`src/phrase_trigger_defines.vh`:
```
/*
 * constants for the standalone phrase trigger block: register map, field
 * positions, reset values, timing figures and state codes.
 * assumes it is included by bare name from every design file.
 */
`ifndef PHRASE_TRIGGER_DEFINES_VH
`define PHRASE_TRIGGER_DEFINES_VH

// clock rate and timing figures
`define CLK_MHZ            100
`define DEBOUNCE_TIME_US   16000
`define POR_TIME_US        100

// apb register byte offsets
`define ADDR_W             8
`define REG_CTRL           8'h00
`define REG_PLAY_LEN       8'h04
`define REG_STATUS         8'h08
`define REG_START_COUNT    8'h0C

// control register fields
`define CTRL_STANDBY       0
`define CTRL_RANDOM_EN     1
`define CTRL_STOP          2
`define CTRL_RESET         2'h0

// status register fields
`define ST_PLAYING         0
`define ST_STANDBY         1
`define ST_OSC_XTAL        2
`define ST_DEVSYS          3
`define ST_PHRASE_LO       8
`define ST_PHRASE_HI       14

// playback length, in clock cycles
`define PLAY_LEN_W         24
`define PLAY_LEN_RESET     24'h00C350

// widths
`define PHRASE_W           7
`define SWITCH_W           4
`define SELECT_W           3
`define AUDIO_W            12
`define COUNT_W            16

// random address generator
`define LFSR_W             8
`define LFSR_SEED          8'hA5
`define LFSR_TAPS          8'hB8

// playback states
`define S_IDLE             2'h0
`define S_PLAY             2'h1
`define S_STANDBY          2'h2

`endif

```
`src/phrase_debounce.v`:
```
/*
 * synchronises a group of switch pins, waits a settle time after the last
 * change, then latches the group and pulses a one-cycle strobe.
 * assumes pins are asynchronous to clk; clr restarts it synchronously.
 */
`timescale 1ns/100ps
`include "phrase_trigger_defines.vh"

module phrase_debounce #(
	parameter W     = 4,
	parameter COUNT = 1600000,
	parameter CW    = 21
) (
	input  wire          clk,
	input  wire          rst_n,
	input  wire          clr,
	input  wire [W-1:0]  din,
	output reg  [W-1:0]  dout,
	output reg           strobe
);

	reg [W-1:0]  sync1_q;
	reg [W-1:0]  sync2_q;
	reg [W-1:0]  seen_q;
	reg [CW-1:0] timer_q;
	reg          armed_q;

	// two-flop synchroniser; only sync2 is looked at afterwards
	always @(posedge clk or negedge rst_n)
	begin
		if (!rst_n)
		begin
			sync1_q <= {W{1'b0}};
			sync2_q <= {W{1'b0}};
		end
		else
		begin
			sync1_q <= din;
			sync2_q <= sync1_q;
		end
	end

	// every change restarts the wait, so bounce never latches a half value
	always @(posedge clk or negedge rst_n)
	begin
		if (!rst_n)
		begin
			seen_q  <= {W{1'b0}};
			timer_q <= {CW{1'b0}};
			armed_q <= 1'b0;
			dout    <= {W{1'b0}};
			strobe  <= 1'b0;
		end
		else if (clr)
		begin
			seen_q  <= sync2_q;
			timer_q <= {CW{1'b0}};
			armed_q <= 1'b0;
			dout    <= sync2_q;
			strobe  <= 1'b0;
		end
		else
		begin
			strobe <= 1'b0;
			if (sync2_q != seen_q)
			begin
				seen_q  <= sync2_q;
				timer_q <= COUNT[CW-1:0] - {{(CW-1){1'b0}}, 1'b1};
				armed_q <= 1'b1;
			end
			else if (armed_q && timer_q == {CW{1'b0}})
			begin
				dout    <= seen_q;
				strobe  <= 1'b1;
				armed_q <= 1'b0;
			end
			else if (armed_q)
			begin
				timer_q <= timer_q - {{(CW-1){1'b0}}, 1'b1};
			end
		end
	end

endmodule // phrase_debounce

```
`src/random_addr_gen.v`:
```
/*
 * free-running galois lfsr used as the random phrase address source.
 * assumes the consumer samples value only when it needs a new address.
 */
`timescale 1ns/100ps
`include "phrase_trigger_defines.vh"

module random_addr_gen #(
	parameter W = `LFSR_W
) (
	input  wire          clk,
	input  wire          rst_n,
	output wire [W-1:0]  value
);

	reg [W-1:0] lfsr_q;
	wire [W-1:0] taps = `LFSR_TAPS;

	// runs every cycle so the sampled value depends on press timing
	always @(posedge clk or negedge rst_n)
	begin
		if (!rst_n)
			lfsr_q <= `LFSR_SEED;
		else if (lfsr_q[0])
			lfsr_q <= (lfsr_q >> 1) ^ taps;
		else
			lfsr_q <= lfsr_q >> 1;
	end

	assign value = lfsr_q;

endmodule // random_addr_gen

```
`src/standalone_phrase_trigger_control.v`:
```
/*
 * standalone phrase trigger control: turns switch, select and random pins
 * into playback starts, drives busy, the oscillator pins and the audio
 * output level, and offers an apb register port for control and status.
 * assumes pins are asynchronous to pclk and the apb master is on pclk.
 *
// Notes on behaviour
// - reset pin low forces standby and initialisation
// - internal power-on reset holds standby after start
// - busy low while playing, high otherwise
// - type pin high crystal, low rc oscillation
// - second oscillator pin low in standby
// - rc mode: third oscillator pin high standby
// - random pin falling edge plays random phrase
// - random function in use ignores lowest select bit
// - switch change, wait 16 ms, latch, play
 */
// Chosen here: the address map and the APB slave port.
`timescale 1ns/100ps
`include "phrase_trigger_defines.vh"

module standalone_phrase_trigger_control #(
	parameter DEBOUNCE_CYCLES = `DEBOUNCE_TIME_US * `CLK_MHZ,
	parameter POR_CYCLES      = `POR_TIME_US * `CLK_MHZ,
	parameter DEB_CW          = 21,
	parameter POR_CW          = 14
) (
	input  wire                    pclk,
	input  wire                    presetn,
	input  wire                    psel,
	input  wire                    penable,
	input  wire                    pwrite,
	input  wire [`ADDR_W-1:0]      paddr,
	input  wire [31:0]             pwdata,
	output reg  [31:0]             prdata,
	output reg                     pready,
	output reg                     pslverr,
	input  wire                    reset_pin_n,
	input  wire                    osc_type_select,
	input  wire                    osc_pin_in,
	input  wire [`SWITCH_W-1:0]    phrase_switch_in,
	input  wire [`SELECT_W-1:0]    phrase_select_hi,
	input  wire                    random_play_n,
	input  wire                    devsys_link,
	output reg                     busy_n,
	output reg  [`AUDIO_W-1:0]     audio_out,
	output reg                     osc_run,
	output reg                     osc_src_xtal,
	output reg                     osc_pin_out,
	output reg                     osc_pin_rc,
	output reg  [`PHRASE_W-1:0]    phrase_number,
	output reg                     phrase_start
);

	localparam S_IDLE    = `S_IDLE;
	localparam S_PLAY    = `S_PLAY;
	localparam S_STANDBY = `S_STANDBY;

	// synchroniser stages for the loose pins
	reg [4:0]                 pin_s1_q;
	reg [4:0]                 pin_s2_q;
	reg [`SELECT_W-1:0]       sel_s1_q;
	reg [`SELECT_W-1:0]       sel_s2_q;
	reg                       rnd_prev_q;

	reg [POR_CW-1:0]          por_cnt_q;
	reg                       por_active_q;
	reg [1:0]                 ctrl_q;
	reg [`PLAY_LEN_W-1:0]     play_len_q;
	reg [`COUNT_W-1:0]        start_count_q;
	reg [1:0]                 state_q;
	reg [1:0]                 state_d;
	reg [`PLAY_LEN_W-1:0]     play_cnt_q;
	reg [`AUDIO_W-1:0]        tone_q;

	wire [`SWITCH_W-1:0]      sw_latched;
	wire                      sw_strobe;
	wire [`LFSR_W-1:0]        rnd_value;

	// pin_s2_q bits: 0 reset pin, 1 osc type, 2 osc in, 3 random, 4 devsys
	wire reset_pin_s  = pin_s2_q[0];
	wire xtal_sel_s   = pin_s2_q[1];
	wire osc_in_s     = pin_s2_q[2];
	wire random_n_s   = pin_s2_q[3];
	wire devsys_s     = pin_s2_q[4];

	wire standby      = !reset_pin_s || por_active_q || ctrl_q[`CTRL_STANDBY];
	wire random_en    = ctrl_q[`CTRL_RANDOM_EN];
	wire rnd_fall     = rnd_prev_q && !random_n_s && !standby;
	wire sw_start     = sw_strobe && (sw_latched != {`SWITCH_W{1'b0}}) && !standby;
	wire apb_done     = psel && penable && pready;
	wire apb_wr       = apb_done && pwrite;
	wire stop_req     = apb_wr && (paddr == `REG_CTRL) && pwdata[`CTRL_STOP];
	wire [`SELECT_W-1:0] sel_eff;
	wire [`PHRASE_W-1:0] sw_phrase;
	wire [`PHRASE_W-1:0] rnd_phrase;
	wire [`PHRASE_W-1:0] next_phrase;
	wire                 start_req = rnd_fall || sw_start;
	// pitch follows the phrase being played; a stand-in for the decoder
	wire [`PHRASE_W-1:0] tone_step = start_req ? next_phrase : phrase_number;

	// with the random function in use the lowest select pin carries no address
	assign sel_eff    = random_en ? {sel_s2_q[2:1], 1'b0} : sel_s2_q;
	assign sw_phrase  = {sel_eff, sw_latched};
	// random phrase keeps the upper selects; the lowest select is replaced
	assign rnd_phrase = {sel_s2_q[2:1], rnd_value[4:0]};
	// random start wins when both arrive in one cycle
	assign next_phrase = rnd_fall ? rnd_phrase : sw_phrase;

	// two flops before any logic looks at a pin
	always @(posedge pclk or negedge presetn)
	begin
		if (!presetn)
		begin
			pin_s1_q <= 5'h08; // random bit starts at its idle high level
			pin_s2_q <= 5'h08;
			sel_s1_q <= 3'h0;
			sel_s2_q <= 3'h0;
			rnd_prev_q <= 1'b1;
		end
		else
		begin
			pin_s1_q <= {devsys_link, random_play_n, osc_pin_in,
				osc_type_select, reset_pin_n};
			pin_s2_q <= pin_s1_q;
			sel_s1_q <= phrase_select_hi;
			sel_s2_q <= sel_s1_q;
			// tracks the pin even in standby: a pin held low is not a new edge
			rnd_prev_q <= random_n_s;
		end
	end

	// power-on reset: holds standby for a fixed time after presetn releases
	always @(posedge pclk or negedge presetn)
	begin
		if (!presetn)
		begin
			por_cnt_q    <= {POR_CW{1'b0}};
			por_active_q <= 1'b1;
		end
		else if (por_active_q)
		begin
			if (por_cnt_q == POR_CYCLES[POR_CW-1:0] - {{(POR_CW-1){1'b0}}, 1'b1})
				por_active_q <= 1'b0;
			else
				por_cnt_q <= por_cnt_q + {{(POR_CW-1){1'b0}}, 1'b1};
		end
	end

	phrase_debounce #(
		.W     (`SWITCH_W),
		.COUNT (DEBOUNCE_CYCLES),
		.CW    (DEB_CW)
	) u_switch_debounce (
		.clk    (pclk),
		.rst_n  (presetn),
		.clr    (standby),
		.din    (phrase_switch_in),
		.dout   (sw_latched),
		.strobe (sw_strobe)
	);

	random_addr_gen #(
		.W (`LFSR_W)
	) u_random (
		.clk   (pclk),
		.rst_n (presetn),
		.value (rnd_value)
	);

	// playback state: standby dominates, then a new start, then stop
	always @*
	begin
		state_d = state_q;
		case (state_q)
			S_STANDBY:
				if (standby)
					state_d = S_STANDBY;
				else if (start_req)
					state_d = S_PLAY;
				else
					state_d = S_IDLE;
			S_IDLE:
				if (standby)
					state_d = S_STANDBY;
				else if (start_req)
					state_d = S_PLAY;
			S_PLAY:
				if (standby)
					state_d = S_STANDBY;
				else if (start_req)
					state_d = S_PLAY;
				else if (stop_req || play_cnt_q <= {{(`PLAY_LEN_W-1){1'b0}}, 1'b1})
					state_d = S_IDLE;
			default:
				state_d = S_STANDBY;
		endcase
	end

	// a new start during playback restarts with the new phrase
	always @(posedge pclk or negedge presetn)
	begin
		if (!presetn)
		begin
			state_q       <= S_STANDBY;
			play_cnt_q    <= {`PLAY_LEN_W{1'b0}};
			phrase_number <= {`PHRASE_W{1'b0}};
			phrase_start  <= 1'b0;
			start_count_q <= {`COUNT_W{1'b0}};
		end
		else
		begin
			state_q      <= state_d;
			phrase_start <= 1'b0;
			if (standby)
			begin
				play_cnt_q    <= {`PLAY_LEN_W{1'b0}};
				phrase_number <= {`PHRASE_W{1'b0}};
			end
			else if (start_req)
			begin
				play_cnt_q    <= play_len_q;
				phrase_number <= next_phrase;
				phrase_start  <= 1'b1;
				start_count_q <= start_count_q + {{(`COUNT_W-1){1'b0}}, 1'b1};
			end
			else if (state_q == S_PLAY)
			begin
				play_cnt_q <= play_cnt_q - {{(`PLAY_LEN_W-1){1'b0}}, 1'b1};
			end
		end
	end

	// busy, audio and oscillator pins; audio is grounded outside playback
	always @(posedge pclk or negedge presetn)
	begin
		if (!presetn)
		begin
			busy_n       <= 1'b1;
			audio_out    <= {`AUDIO_W{1'b0}};
			tone_q       <= {`AUDIO_W{1'b0}};
			osc_run      <= 1'b0;
			osc_src_xtal <= 1'b0;
			osc_pin_out  <= 1'b0;
			osc_pin_rc   <= 1'b0;
		end
		else
		begin
			busy_n       <= !(state_d == S_PLAY);
			osc_src_xtal <= xtal_sel_s;
			osc_run      <= !standby;
			if (state_d == S_PLAY)
				tone_q <= tone_q + {{(`AUDIO_W-`PHRASE_W-1){1'b0}}, tone_step, 1'b1};
			else
				tone_q <= {`AUDIO_W{1'b0}};
			audio_out <= (state_d == S_PLAY) ? tone_q : {`AUDIO_W{1'b0}};
			if (standby)
			begin
				osc_pin_out <= 1'b0;
				osc_pin_rc  <= !xtal_sel_s;
			end
			else
			begin
				// running: osc_pin_out, and osc_pin_rc in rc mode, act as the inverting stage of the oscillator
				osc_pin_out <= !osc_in_s;
				osc_pin_rc  <= xtal_sel_s ? 1'b0 : !osc_in_s;
			end
		end
	end

	// apb slave: one wait state, writes take effect at the completing edge
	always @(posedge pclk or negedge presetn)
	begin
		if (!presetn)
		begin
			pready     <= 1'b0;
			pslverr    <= 1'b0;
			prdata     <= 32'h00000000;
			ctrl_q     <= `CTRL_RESET;
			play_len_q <= `PLAY_LEN_RESET;
		end
		else
		begin
			pready  <= psel && penable && !pready;
			pslverr <= 1'b0;
			if (psel && penable && !pready)
			begin
				prdata <= 32'h00000000;
				case (paddr)
					`REG_CTRL:
						prdata[1:0] <= ctrl_q;
					`REG_PLAY_LEN:
						prdata[`PLAY_LEN_W-1:0] <= play_len_q;
					`REG_STATUS:
					begin
						prdata[`ST_PLAYING]  <= (state_q == S_PLAY);
						prdata[`ST_STANDBY]  <= standby;
						prdata[`ST_OSC_XTAL] <= xtal_sel_s;
						prdata[`ST_DEVSYS]   <= devsys_s;
						prdata[`ST_PHRASE_HI:`ST_PHRASE_LO] <= phrase_number;
					end
					`REG_START_COUNT:
						prdata[`COUNT_W-1:0] <= start_count_q;
					default:
						pslverr <= 1'b1;
				endcase
			end
			if (apb_wr && paddr == `REG_CTRL)
				ctrl_q <= pwdata[1:0];
			if (apb_wr && paddr == `REG_PLAY_LEN)
				play_len_q <= pwdata[`PLAY_LEN_W-1:0];
		end
	end

endmodule // standalone_phrase_trigger_control

```
`config.mk`:
```
export PLATFORM = sky130hd
export DESIGN_NAME = standalone_phrase_trigger_control
export DESIGN_NICKNAME = d
export VERILOG_FILES = /design/src/phrase_debounce.v /design/src/random_addr_gen.v /design/src/standalone_phrase_trigger_control.v
export VERILOG_INCLUDE_DIRS = /design/src
export SDC_FILE = /design/constraint.sdc
export NUM_CORES = 1
export LEC_CHECK = 0
export BUFFER_PORTS_ARGS = -buffer_cell sky130_fd_sc_hd__buf_2
export CAP_MARGIN = 30
export CORE_MARGIN = 1
export CORE_UTILIZATION = 30
export DETAILED_ROUTE_END_ITERATION = 10
export PLACE_DENSITY = 0.55
export SLEW_MARGIN = 20
export SYNTH_ARGS = -nofsm -noshare
export SYNTH_HDL_FRONTEND = slang
export SYNTH_HIERARCHICAL = 1
export SYNTH_SLANG_ARGS = --single-unit
```
`constraint.sdc`:
```
create_clock -name pclk -period 9.2 [get_ports pclk]
set_input_delay 0.46 -clock pclk [delete_from_list [all_inputs] [get_ports pclk]]
set_output_delay 0.46 -clock pclk [all_outputs]
set_load 0.02 [all_outputs]
```
==> metrics, run 1 <==
Worst path slowest cell=sky130_fd_sc_hd__or3b_1; Static Leakage=5.16 nW; number of distinct library cells after synthesis=77; Cell Int Power=1.64 mW; area of the die=0.0324 mm²; fin crit period=3.65 ns; critical path fanouts, max=31; top_reg_cell synth=sky130_fd_sc_hd__dfrtp_1; transition time of the tightest slew-check pin=0.841 ns; Min-Delay Path Class=in2reg; initial standard-cell utilization of the core=0.308; final worst path period share=0.396; Max-slew headroom=0.438; antenna-violating nets left=0; Placeable Area=0.0309 mm²; first-pass iteration count of the detailed router=5; Async S/R FF share, synth=1.00; max-slew violations=0; EDFF count, synth=0; share of cells above drive strength 1=0.251; Clock power frac=0.465; post-synthesis cell type with the largest combined area=sky130_fd_sc_hd__dfrtp_1; Die X-Extent=180 µm; clock-pin transition on the worst setup and hold timing paths=0.06 ns; synthesized flop and latch total=210; most frequent cell after synthesis=sky130_fd_sc_hd__dfrtp_1; share of total power in combinational logic=0.081; Total Routing Usage GR=0.137; buffer count from post-CTS setup fixing=0; mapped cell area=0.00952 mm²; insertion delay of the later-clocked pin in the worst-skew pair=0.53 ns; Placement Rows=64; I/O Pins=116; minimum setup slack among reg-to-reg paths=5.55 ns; number of global-route vias before repair=6519; Synth area leaders=sky130_fd_sc_hd__dfrtp_1 51%, sky130_fd_sc_hd__mux2_2 4.5%, sky130_fd_sc_hd__dfstp_2 4.4%; total clock buffers created by CTS=26; Max Fclk=0.274 GHz; detail-routed via count per cell=4.85; DRC=0; number of clock sinks=210; FF+latch area=0.00528 mm²; mean post-synth cell area=11.4 µm²; Final Hold Violating Endpoints=0; maximum VDD drop=0.143 mV; CTS tree=built; final setup violating endpoints=0; total number of H-tree levels=1; Crit Path Category=reg2reg; port bufs=99; run status=finished clean; final setup TNS=0 ns; total length of routed wires=22.1 mm; initial antenna violation count=1; Maximum Capacitance Violations=0; worst-case hold slack=0.0293 ns; proportion of synthesized chip area in sequential cells=0.554; DRT iter0 DRCs=330; pwr/cell area=195 mW/mm²; critical path cell sequence=or3b_1, buf_4, or2_2, mux2i_1, a21oi_1, ha_1, a211oi_1, o211ai_1, a41oi_1, or3_1, a21oi_1; register share of total power=0.454; CP Capture Type=flip-flop; worst clock skew=0.0176 ns; multi-input logic area=0.00397 mm²; commonest cells in the synthesized netlist=194 x sky130_fd_sc_hd__dfrtp_1, 62 x sky130_fd_sc_hd__nand2_1, 60 x sky130_fd_sc_hd__nor2_1; net count reported at finish=1005; largest net degree at the start of global routing=88; first-pass GRT wire length=35.8 mm; share of total power consumed by net switching=0.254; Avg WL per Cell=16.3 µm; CP startpoint kind=flip-flop; Yosys warnings=6; layout-stage area growth over the synthesis result=18.6%; Final GP Congestion=0.769; Antenna Cells=0; residual overflow from global routing=0; Synth top area share=0.510; Clock Root Buffer=sky130_fd_sc_hd__clkbuf_16; buffer depth of the longest clock path=3; arrival time at the worst endpoint=4.03 ns; library cell appearing most often on the critical path=sky130_fd_sc_hd__a21oi_1; Die Y-Extent=180 µm; required time of the critical path=9.58 ns; setup repair after global routing missed its margin=false; number of filler cells placed in the layout=3079; biggest cell delay along the critical path=0.55 ns; vias after detailed routing=6546; Detailed Place HPWL=15.2 mm; number of standard cells after synthesis=836; total net switching power=557 µW
-- critical path: cells and delay by family (launching register included) --
family / cells / cell delay (ns)
AO/OA/AOI/OAI: 5 / 1.22
AND/OR/NAND/NOR: 3 / 1.13
flip-flops: 1 / 0.39
buffers and inverters: 1 / 0.32
adder cells (fa/ha/maj): 1 / 0.29
multiplexers: 1 / 0.14
-- cell type report --
type                            count  share of cell area
Clock inverter                     16              0.0144
Multi-Input combinational cell    566               0.352
Clock buffer                       32              0.0632
Tap cell                          396              0.0439
Inverter                           21             0.00721
Sequential cell                   210               0.467
Timing Repair Buffer              109              0.0517
-- metrics by stage --
stage	power (mW)	std cells	utilization	worst slack, ns	area [µm²]
2_1_floorplan	1.12	843	-	6.00	9540
6_report	2.20	1350	0.365	5.55	11300
3_3_place_gp	1.19	1300	0.336	5.58	10400
5_1_grt	2.29	1350	0.365	5.27	11300
3_5_place_dp	1.19	1300	0.336	5.51	10400
4_1_cts	2.23	1349	0.365	5.50	11300
-- metal layers --
layer,wire length (µm),global-route usage
met5,0,0
met4,616,0.0393
met3,776,0.0214
met2,10200,0.221
met1,10400,0.191
-- flip-flops by register name, indices dropped and copies added, names as in the netlist, 2 cells and up --
register	flops
u_switch_debounce/sync2_q	4
ctrl_q	2
prdata	24
start_count_q	16
pin_s2_q	5
state_q	2
play_len_q	24
pin_s1_q	5
u_switch_debounce/sync1_q	4
play_cnt_q	24
phrase_number	7
sel_s1_q	3
u_switch_debounce/timer_q	21
u_switch_debounce/seen_q	4
u_switch_debounce/dout	4
tone_q	12
audio_out	12
u_random/value	8
por_cnt_q	14
sel_s2_q	3
-- final timing paths --
check	from	end	cells past startpoint
max	ctrl_q[0]$_DFFE_PN0N_	tone_q[11]$_DFF_PN0_	11
min	phrase_switch_in[0]	u_switch_debounce/sync1_q[0]$_DFF_PN0_	1
max reg2reg	ctrl_q[0]$_DFFE_PN0N_	tone_q[11]$_DFF_PN0_	11
min reg2reg	u_switch_debounce/sync1_q[3]$_DFF_PN0_	u_switch_debounce/sync2_q[3]$_DFF_PN0_	0
max in group asynchronous	presetn	u_switch_debounce/timer_q[19]$_DFFE_PN0P_	3
min in group asynchronous	presetn	prdata[4]$_DFFE_PN0P_	2
-- what timing repair did --
action	CTS	global route
hold endpoints to repair	79	0
resized for setup	0	0
hold buffers	1	0
-- cell usage in the layout, fill, tap and decap left out, drive strengths merged, types with 15 or more instances in the layout --
master  Yosys  routed
nor2       60      60
nand3      20      20
xor2       19      19
buf        19     108
inv        21      23
nor4       18      18
clkbuf     27      32
and2       15      15
nor3       23      23
mux2i      16      16
a21oi      37      37
xnor2      47      47
o21ai      46      46
nand2      62      62
dfstp      16      16
mux2       38      38
dfrtp     194     194
-- cells by family after synthesis --
| kind of cell | count (synthesis) | synth area share |
|---|---|---|
| compound gates | 156 | 0.114 |
| simple gates | 267 | 0.155 |
| buf+inv | 67 | 0.0322 |
| mux | 55 | 0.0642 |
| fa+ha+maj | 14 | 0.0192 |
| flops | 210 | 0.554 |
| xor+xnor | 66 | 0.0607 |
| other cells | 1 | 0.000394 |
-- power groups by stage --
stage | Combinational [mW] | Sequential (mW) | Clock (mW)
6_report | 0.178 | 0.996 | 1.02
5_1_grt | 0.201 | 1.00 | 1.09
4_1_cts | 0.181 | 0.996 | 1.06
3_5_place_dp | 0.180 | 1.01 | 0
3_3_place_gp | 0.178 | 1.01 | 0
2_1_floorplan | 0.117 | 1.01 | 0
No activity file was read; power rests on OpenSTA's default activity.
==> run 2: changes to the inputs <==
--- a/config.mk
+++ b/config.mk
@@ -6,12 +6,13 @@
 export SDC_FILE = /design/constraint.sdc
 export NUM_CORES = 1
 export LEC_CHECK = 0
+export ABC_AREA = 1
 export BUFFER_PORTS_ARGS = -buffer_cell sky130_fd_sc_hd__buf_2
 export CAP_MARGIN = 30
 export CORE_MARGIN = 1
 export CORE_UTILIZATION = 30
 export DETAILED_ROUTE_END_ITERATION = 10
-export PLACE_DENSITY = 0.55
+export PLACE_DENSITY = 0.56
 export SLEW_MARGIN = 20
 export SYNTH_ARGS = -nofsm -noshare
 export SYNTH_HDL_FRONTEND = slang
==> constraint.sdc (replaced) <==
create_clock -name pclk -period 3.3 [get_ports pclk]
set_input_delay 0.165 -clock pclk [delete_from_list [all_inputs] [get_ports pclk]]
set_output_delay 0.165 -clock pclk [all_outputs]
set_load 0.02 [all_outputs]
==> run 2 against run 1 <==
Cell area increased by 14%; total power increased to 3.2 times the previous value; critical path depth increased by 5; flip-flop and latch count unchanged; maximum frequency increased by 30%; core utilization increased by 0.37 points; critical endpoint unchanged; largest power group is now registers.
==> metrics, run 2 <==
run status=finished clean; Yosys warnings=6; worst reg-to-reg path cell count=16; most frequent cell after synthesis=sky130_fd_sc_hd__nand2_1; clock-pin transition on the worst setup and hold timing paths=0.06 ns; layout-stage area growth over the synthesis result=20.0%; Max-slew headroom=0.378; fin crit period=2.81 ns; endpoint of the worst hold-timing path=prdata[5]$_DFFE_PN0P_; total clock buffers created by CTS=25; number of hold buffers added after cts=37; Die Y-Extent=191 µm; Async S/R FF share, synth=1.00; DRC=0; Die X-Extent=191 µm; Cell Int Power=4.81 mW; number of standard cells after synthesis=1361; worst-case hold slack=0.101 ns; final worst path period share=0.851; maximum VDD drop=0.359 mV; registers with the highest flip-flop counts=play_cnt_q x24, play_len_q x24, prdata x24; antenna-violating nets left=0; worst clock skew=0.0158 ns; total net switching power=2.15 mW; commonest non-fill, non-tap cell in the layout=sky130_fd_sc_hd__nand2_1; Final Hold Violating Endpoints=0; initial antenna violation count=0; share of total power consumed by net switching=0.309; vias after detailed routing=9141; required time of the critical path=3.71 ns; Total Routing Usage GR=0.156; final setup violating endpoints=0; CTS tree=built; Final GP Congestion=0.864; multi-input logic area=0.00468 mm²; port bufs=99; I/O Pins=116; Synth area leaders=sky130_fd_sc_hd__dfrtp_1 45%, sky130_fd_sc_hd__nand2_1 15%, sky130_fd_sc_hd__nor2_1 6.2%; number of clock sinks=210; Antenna Cells=0; Reg2Reg Capture Point=tone_q[11]$_DFF_PN0_; net count reported at finish=1569; proportion of synthesized chip area in sequential cells=0.493; commonest cells in the synthesized netlist=419 x sky130_fd_sc_hd__nand2_1, 194 x sky130_fd_sc_hd__dfrtp_1, 177 x sky130_fd_sc_hd__nor2_1; Placeable Area=0.0348 mm²; Clock power frac=0.396; insertion delay of the later-clocked pin in the worst-skew pair=0.53 ns; buffering stage count on the worst path with inverters included=2; residual overflow from global routing=0; Clock Root Buffer=sky130_fd_sc_hd__clkbuf_16; first-pass GRT wire length=45.7 mm; largest net degree at the start of global routing=88; total power draw=6.97 mW; Detailed Place HPWL=19.9 mm; buffer count from post-CTS setup fixing=0; Crit Path Category=reg2reg; buffer depth of the longest clock path=3; share of cells above drive strength 1=0.150; DRT iter0 DRCs=555; mapped cell area=0.0107 mm²; worst hold path cell count=5; initial standard-cell utilization of the core=0.307; Synth top area share=0.454; startpoint of the most critical register-to-register path=ctrl_q[0]$_DFFE_PN0N_; synthesized flop and latch total=210; startpoint of the most critical hold path=paddr[2]; Post-DP Area=0.0116 mm²; share of total power in combinational logic=0.182; number of global-route vias before repair=8741; total length of routed wires=27.8 mm; transition time of the tightest slew-check pin=0.929 ns; CP Capture Type=flip-flop; Maximum Capacitance Violations=0; Min-Delay Path Class=in2reg; delay-heaviest family, CP=simple AND/OR/NAND/NOR gates; pwr/cell area=543 mW/mm²; register share of total power=0.421; EDFF count, synth=0; Worst path slowest cell=sky130_fd_sc_hd__o21ai_0; arrival time at the worst endpoint=3.22 ns; Max Fclk=0.356 GHz; top_reg_cell synth=sky130_fd_sc_hd__dfrtp_1; critical path fanouts, max=15; number of filler cells placed in the layout=3578; commonest non-fill, non-tap cells in the layout=419 x sky130_fd_sc_hd__nand2_1, 194 x sky130_fd_sc_hd__dfrtp_1, 177 x sky130_fd_sc_hd__nor2_1; post-synthesis cell type with the largest combined area=sky130_fd_sc_hd__dfrtp_1; Static Leakage=6.38 nW; worst setup slack before clock tree synthesis=0.550 ns; biggest cell delay along the critical path=0.41 ns; minimum setup slack among reg-to-reg paths=0.49 ns; # resized after CTS=0; post-route setup slack=0.492 ns; final setup TNS=0 ns; first-pass iteration count of the detailed router=5; mean post-synth cell area=7.86 µm²; CP startpoint kind=flip-flop; total number of H-tree levels=1; Avg WL per Cell=14.1 µm; number of distinct library cells after synthesis=41; max-slew violations=0; final standard cell area without fillers=0.0128 mm²; area of the die=0.0364 mm²; Placement Rows=68; critical path cell sequence=nor2_2, nand2_2, inv_4, nand3_4, nand2_4, nand3_1, o21ai_0, inv_1, ha_1, nand2_1, o21ai_0, nand3_1, nand3_1, nand2_1, nand2_1, nor2_1; detail-routed via count per cell=4.64; setup repair after global routing missed its margin=false; FF+latch area=0.00528 mm²
[run 2: area by class of cell]
class                   instances  area share
inverters                     132      0.0388
well taps                     455      0.0444
flip-flops and latches        210       0.411
clock inverters                13      0.0112
clock buffers                  33      0.0534
repair buffers                149      0.0768
multi-input cells             980       0.364
[run 2: power by group through the flow]
| stage | clock network [mW] | registers (mW) | logic (mW) |
|---|---|---|---|
| 4_1_cts | 2.84 | 2.93 | 1.28 |
| 5_1_grt | 2.96 | 2.96 | 1.47 |
| 3_5_place_dp | 0 | 2.98 | 1.24 |
| 6_report | 2.76 | 2.94 | 1.27 |
| 2_1_floorplan | 0 | 2.94 | 0.909 |
| 3_3_place_gp | 0 | 2.97 | 1.22 |
[run 2: worst max-delay path by stage]
stage / slack (ns) / endpoint / startpoint / cells after the start
CTS: 0.54 / tone_q[11]$_DFF_PN0_ / ctrl_q[0]$_DFFE_PN0N_ / 16
floorplan: 0.80 / tone_q[11]$_DFF_PN0_ / por_active_q$_DFF_PN1_ / 16
global placement: 0.54 / tone_q[11]$_DFF_PN0_ / ctrl_q[0]$_DFFE_PN0N_ / 16
global route: 0.22 / tone_q[11]$_DFF_PN0_ / ctrl_q[0]$_DFFE_PN0N_ / 16
finish: 0.49 / tone_q[11]$_DFF_PN0_ / ctrl_q[0]$_DFFE_PN0N_ / 16
detailed placement: 0.55 / tone_q[11]$_DFF_PN0_ / ctrl_q[0]$_DFFE_PN0N_ / 16
[run 2: kinds of logic (layout without fill, tap and decap cells)]
family | count (synthesis) | in the layout | share of synthesized area
AO/OA/AOI/OAI | 117 | 117 | 0.0591
adder cells (fa/ha/maj) | 14 | 14 | 0.0171
buffers and inverters | 178 | 327 | 0.0724
AND/OR/NAND/NOR | 796 | 796 | 0.321
multiplexers | 2 | 2 | 0.00187
other | 1 | 8 | 0.000350
XOR/XNOR | 43 | 43 | 0.0352
flip-flops | 210 | 210 | 0.493
[run 2: worst min-delay path, cell delays in order]
cell and delay (ns):
sky130_fd_sc_hd__buf_2 0.11, sky130_fd_sc_hd__inv_1 0.08, sky130_fd_sc_hd__nor3_2 0.08, sky130_fd_sc_hd__nand3_1 0.09
sky130_fd_sc_hd__a21oi_1 0.07
[run 2: metrics by stage]
| step | cells | utilization |
|---|---|---|
| after floorplan | 1368 | - |
| after detailed placement | 1889 | 0.334 |
| final | 1972 | 0.369 |
| after global placement | 1889 | 0.334 |
| after global routing | 1972 | 0.369 |
| after CTS | 1972 | 0.369 |
[run 2: routing by layer]
| metal | GRT usage | up-vias | share of wire |
|---|---|---|---|
| li1 | - | 4569 | - |
| met2 | 0.247 | 196 | 0.45 |
| met1 | 0.219 | 4332 | 0.47 |
| met4 | 0.0492 | 0 | 0.027 |
| met3 | 0.0223 | 44 | 0.048 |
| met5 | 0 | - | 0 |
==> run 3: changes to the inputs <==
--- a/config.mk
+++ b/config.mk
@@ -6,7 +6,6 @@
 export SDC_FILE = /design/constraint.sdc
 export NUM_CORES = 1
 export LEC_CHECK = 0
-export ABC_AREA = 1
 export BUFFER_PORTS_ARGS = -buffer_cell sky130_fd_sc_hd__buf_2
 export CAP_MARGIN = 30
 export CORE_MARGIN = 1
==> constraint.sdc (replaced) <==
create_clock -name pclk -period 3.3 [get_ports pclk]
set_input_delay 0.495 -clock pclk [delete_from_list [all_inputs] [get_ports pclk]]
set_output_delay 0.495 -clock pclk [all_outputs]
set_load 0.02 [all_outputs]
==> run 3 against run 2 <==
The flow now finishes with violations (hold timing); die area decreased by 11%; first-iteration DRC count decreased by 40%; cell count decreased by 31%; core utilization decreased by 0.068 points; sequential share of layout area increased by 5.3 points; register-to-register slack got worse by 0.23 ns; largest cell class unchanged; largest power group is now the clock network; highest routed layer unchanged.
==> metrics, run 3 (synthesis gave the netlist of run 1 again) <==
startpoint of the worst setup timing path=ctrl_q[0]$_DFFE_PN0N_; worst-case hold slack=-0.0330 ns; FF+latch area=0.00528 mm²; Reg2Reg Capture Point=tone_q[10]$_DFF_PN0_; Final GP Congestion=0.773; critical path fanouts, max=14; CP Capture Type=flip-flop; number of filler cells placed in the layout=3037; worst clock skew=0.0199 ns; arrival time at the worst endpoint=3.49 ns; Static Leakage=5.22 nW; port bufs=99; buffer count from post-CTS setup fixing=0; area of the die=0.0324 mm²; pwr/cell area=538 mW/mm²; multi-input logic area=0.00398 mm²; final worst path period share=0.921; Placement Rows=64; Avg WL per Cell=16.2 µm; total length of routed wires=22.0 mm; Min-Delay Path Class=in2async; utilization after layout=0.368; number of global-route vias before repair=6640; total clock buffers created by CTS=26; minimum setup slack among reg-to-reg paths=0.26 ns; antenna-violating nets left=0; registers with the highest flip-flop counts=play_cnt_q x24, play_len_q x24, prdata x24; CTS tree=built; Placeable Area=0.0309 mm²; layout-stage area growth over the synthesis result=19.6%; Max Fclk=0.329 GHz; run status=complete, but fails checks; final setup violating endpoints=0; DRC=0; initial standard-cell utilization of the core=0.308; Crit Path Category=reg2reg; vias after detailed routing=6604; Total Routing Usage GR=0.138; fin crit period=3.04 ns; number of hold buffers added after cts=0; first-pass GRT wire length=36.3 mm; violated checks=hold timing; commonest non-fill, non-tap cells in the layout=194 x sky130_fd_sc_hd__dfrtp_1, 98 x sky130_fd_sc_hd__buf_2, 62 x sky130_fd_sc_hd__nand2_1; detail-routed via count per cell=4.86; worst reg-to-reg path cell count=10; share of cells above drive strength 1=0.257; # resized after CTS=0; residual overflow from global routing=0; Die Y-Extent=180 µm; I/O Pins=116; buffer depth of the longest clock path=3; number of cells in the design after placement=1310; Die X-Extent=180 µm; Detailed Place HPWL=15.4 mm; net count reported at finish=1013; setup repair after global routing missed its margin=false; Clock Root Buffer=sky130_fd_sc_hd__clkbuf_16; required time of the critical path=3.75 ns; total number of H-tree levels=1; transition time of the tightest slew-check pin=0.794 ns; startpoint of the most critical register-to-register path=ctrl_q[0]$_DFFE_PN0N_; commonest non-fill, non-tap cell in the layout=sky130_fd_sc_hd__dfrtp_1; largest net degree at the start of global routing=96; CP startpoint kind=flip-flop; maximum VDD drop=0.384 mV; Maximum Capacitance Violations=0; clock-pin transition on the worst setup and hold timing paths=0.06 ns; initial antenna violation count=0; DRT iter0 DRCs=331; first-pass iteration count of the detailed router=5; capture point of the critical path=tone_q[10]$_DFF_PN0_; Max-slew headroom=0.469; max-slew violations=0; number of non-filler instances in the completed layout=1359; Final Hold Violating Endpoints=10; number of clock sinks=210; insertion delay of the later-clocked pin in the worst-skew pair=0.53 ns; final setup TNS=0 ns
## run 3: changes by cell type in the layout (fill, tap and decap cells not counted), moves of 17 or more
cell	before	now
sky130_fd_sc_hd__nor2_1	177	60
sky130_fd_sc_hd__mux2_2	0	38
sky130_fd_sc_hd__nand2_1	419	62
sky130_fd_sc_hd__nand4_1	27	10
sky130_fd_sc_hd__inv_1	124	20
sky130_fd_sc_hd__xnor2_1	13	47
sky130_fd_sc_hd__o21ai_0	69	41
sky130_fd_sc_hd__dlygate4sd3_1	37	0
sky130_fd_sc_hd__nand3_1	107	19
## run 3: per-stage QoR
stage	hold WS, ns	worst slack, ns	cell area [µm²]	power [mW]
5_1_grt	0.0350	0.101	11400	6.41
2_1_floorplan	0.199	0.0999	9540	3.13
3_3_place_gp	0.334	0.274	10500	3.33
3_5_place_dp	0.336	0.249	10500	3.33
4_1_cts	0.0241	0.239	11400	6.22
6_report	-0.0330	0.259	11400	6.12
## run 3: worst min-delay path by stage
| stage | startpoint | cells after the start | endpoint |
|---|---|---|---|
| after floorplan | presetn | 0 | audio_out[0]$_DFF_PN0_ |
| after global placement | sel_s1_q[2]$_DFF_PN0_ | 0 | sel_s2_q[2]$_DFF_PN0_ |
| after detailed placement | u_switch_debounce/sync1_q[3]$_DFF_PN0_ | 0 | u_switch_debounce/sync2_q[3]$_DFF_PN0_ |
| after CTS | presetn | 1 | prdata[6]$_DFFE_PN0P_ |
| after global routing | presetn | 1 | prdata[4]$_DFFE_PN0P_ |
| final | presetn | 1 | prdata[4]$_DFFE_PN0P_ |
## run 3: layout make-up
| type | instances | share of cell area |
|---|---|---|
| inverter | 21 | 0.00715 |
| clock inverter | 9 | 0.00671 |
| multi-input combinational | 566 | 0.350 |
| sequential | 210 | 0.464 |
| tap | 396 | 0.0435 |
| antenna | 1 | 0.000220 |
| clock buffer | 39 | 0.0704 |
| timing repair buffer | 117 | 0.0585 |
## run 3: metal layers
layer  GRT usage  vias to the layer above  wire, µm
li1            -                     3173         -
met1       0.190                     3291     10300
met2       0.221                      110     10400
met3      0.0259                       30       927
met4      0.0386                        0       449
met5           0                        -         0
## run 3: critical path, stage by stage (launching register included)
cell and delay, ns:
sky130_fd_sc_hd__dfrtp_1 0.38, sky130_fd_sc_hd__or3b_1 0.39, sky130_fd_sc_hd__buf_4 0.16, sky130_fd_sc_hd__a21oi_4 0.34
sky130_fd_sc_hd__mux2_2 0.40, sky130_fd_sc_hd__ha_1 0.25, sky130_fd_sc_hd__or4_1 0.47, sky130_fd_sc_hd__o21ai_0 0.09
sky130_fd_sc_hd__a21oi_1 0.10, sky130_fd_sc_hd__a31o_2 0.27, sky130_fd_sc_hd__a21oi_1 0.14
## run 3: power breakdown
part / switching [mW] / internal [mW]
clock: 1.09 / 1.75
combinational: 0.305 / 0.199
sequential: 0.103 / 2.67
total: 1.50 / 4.62
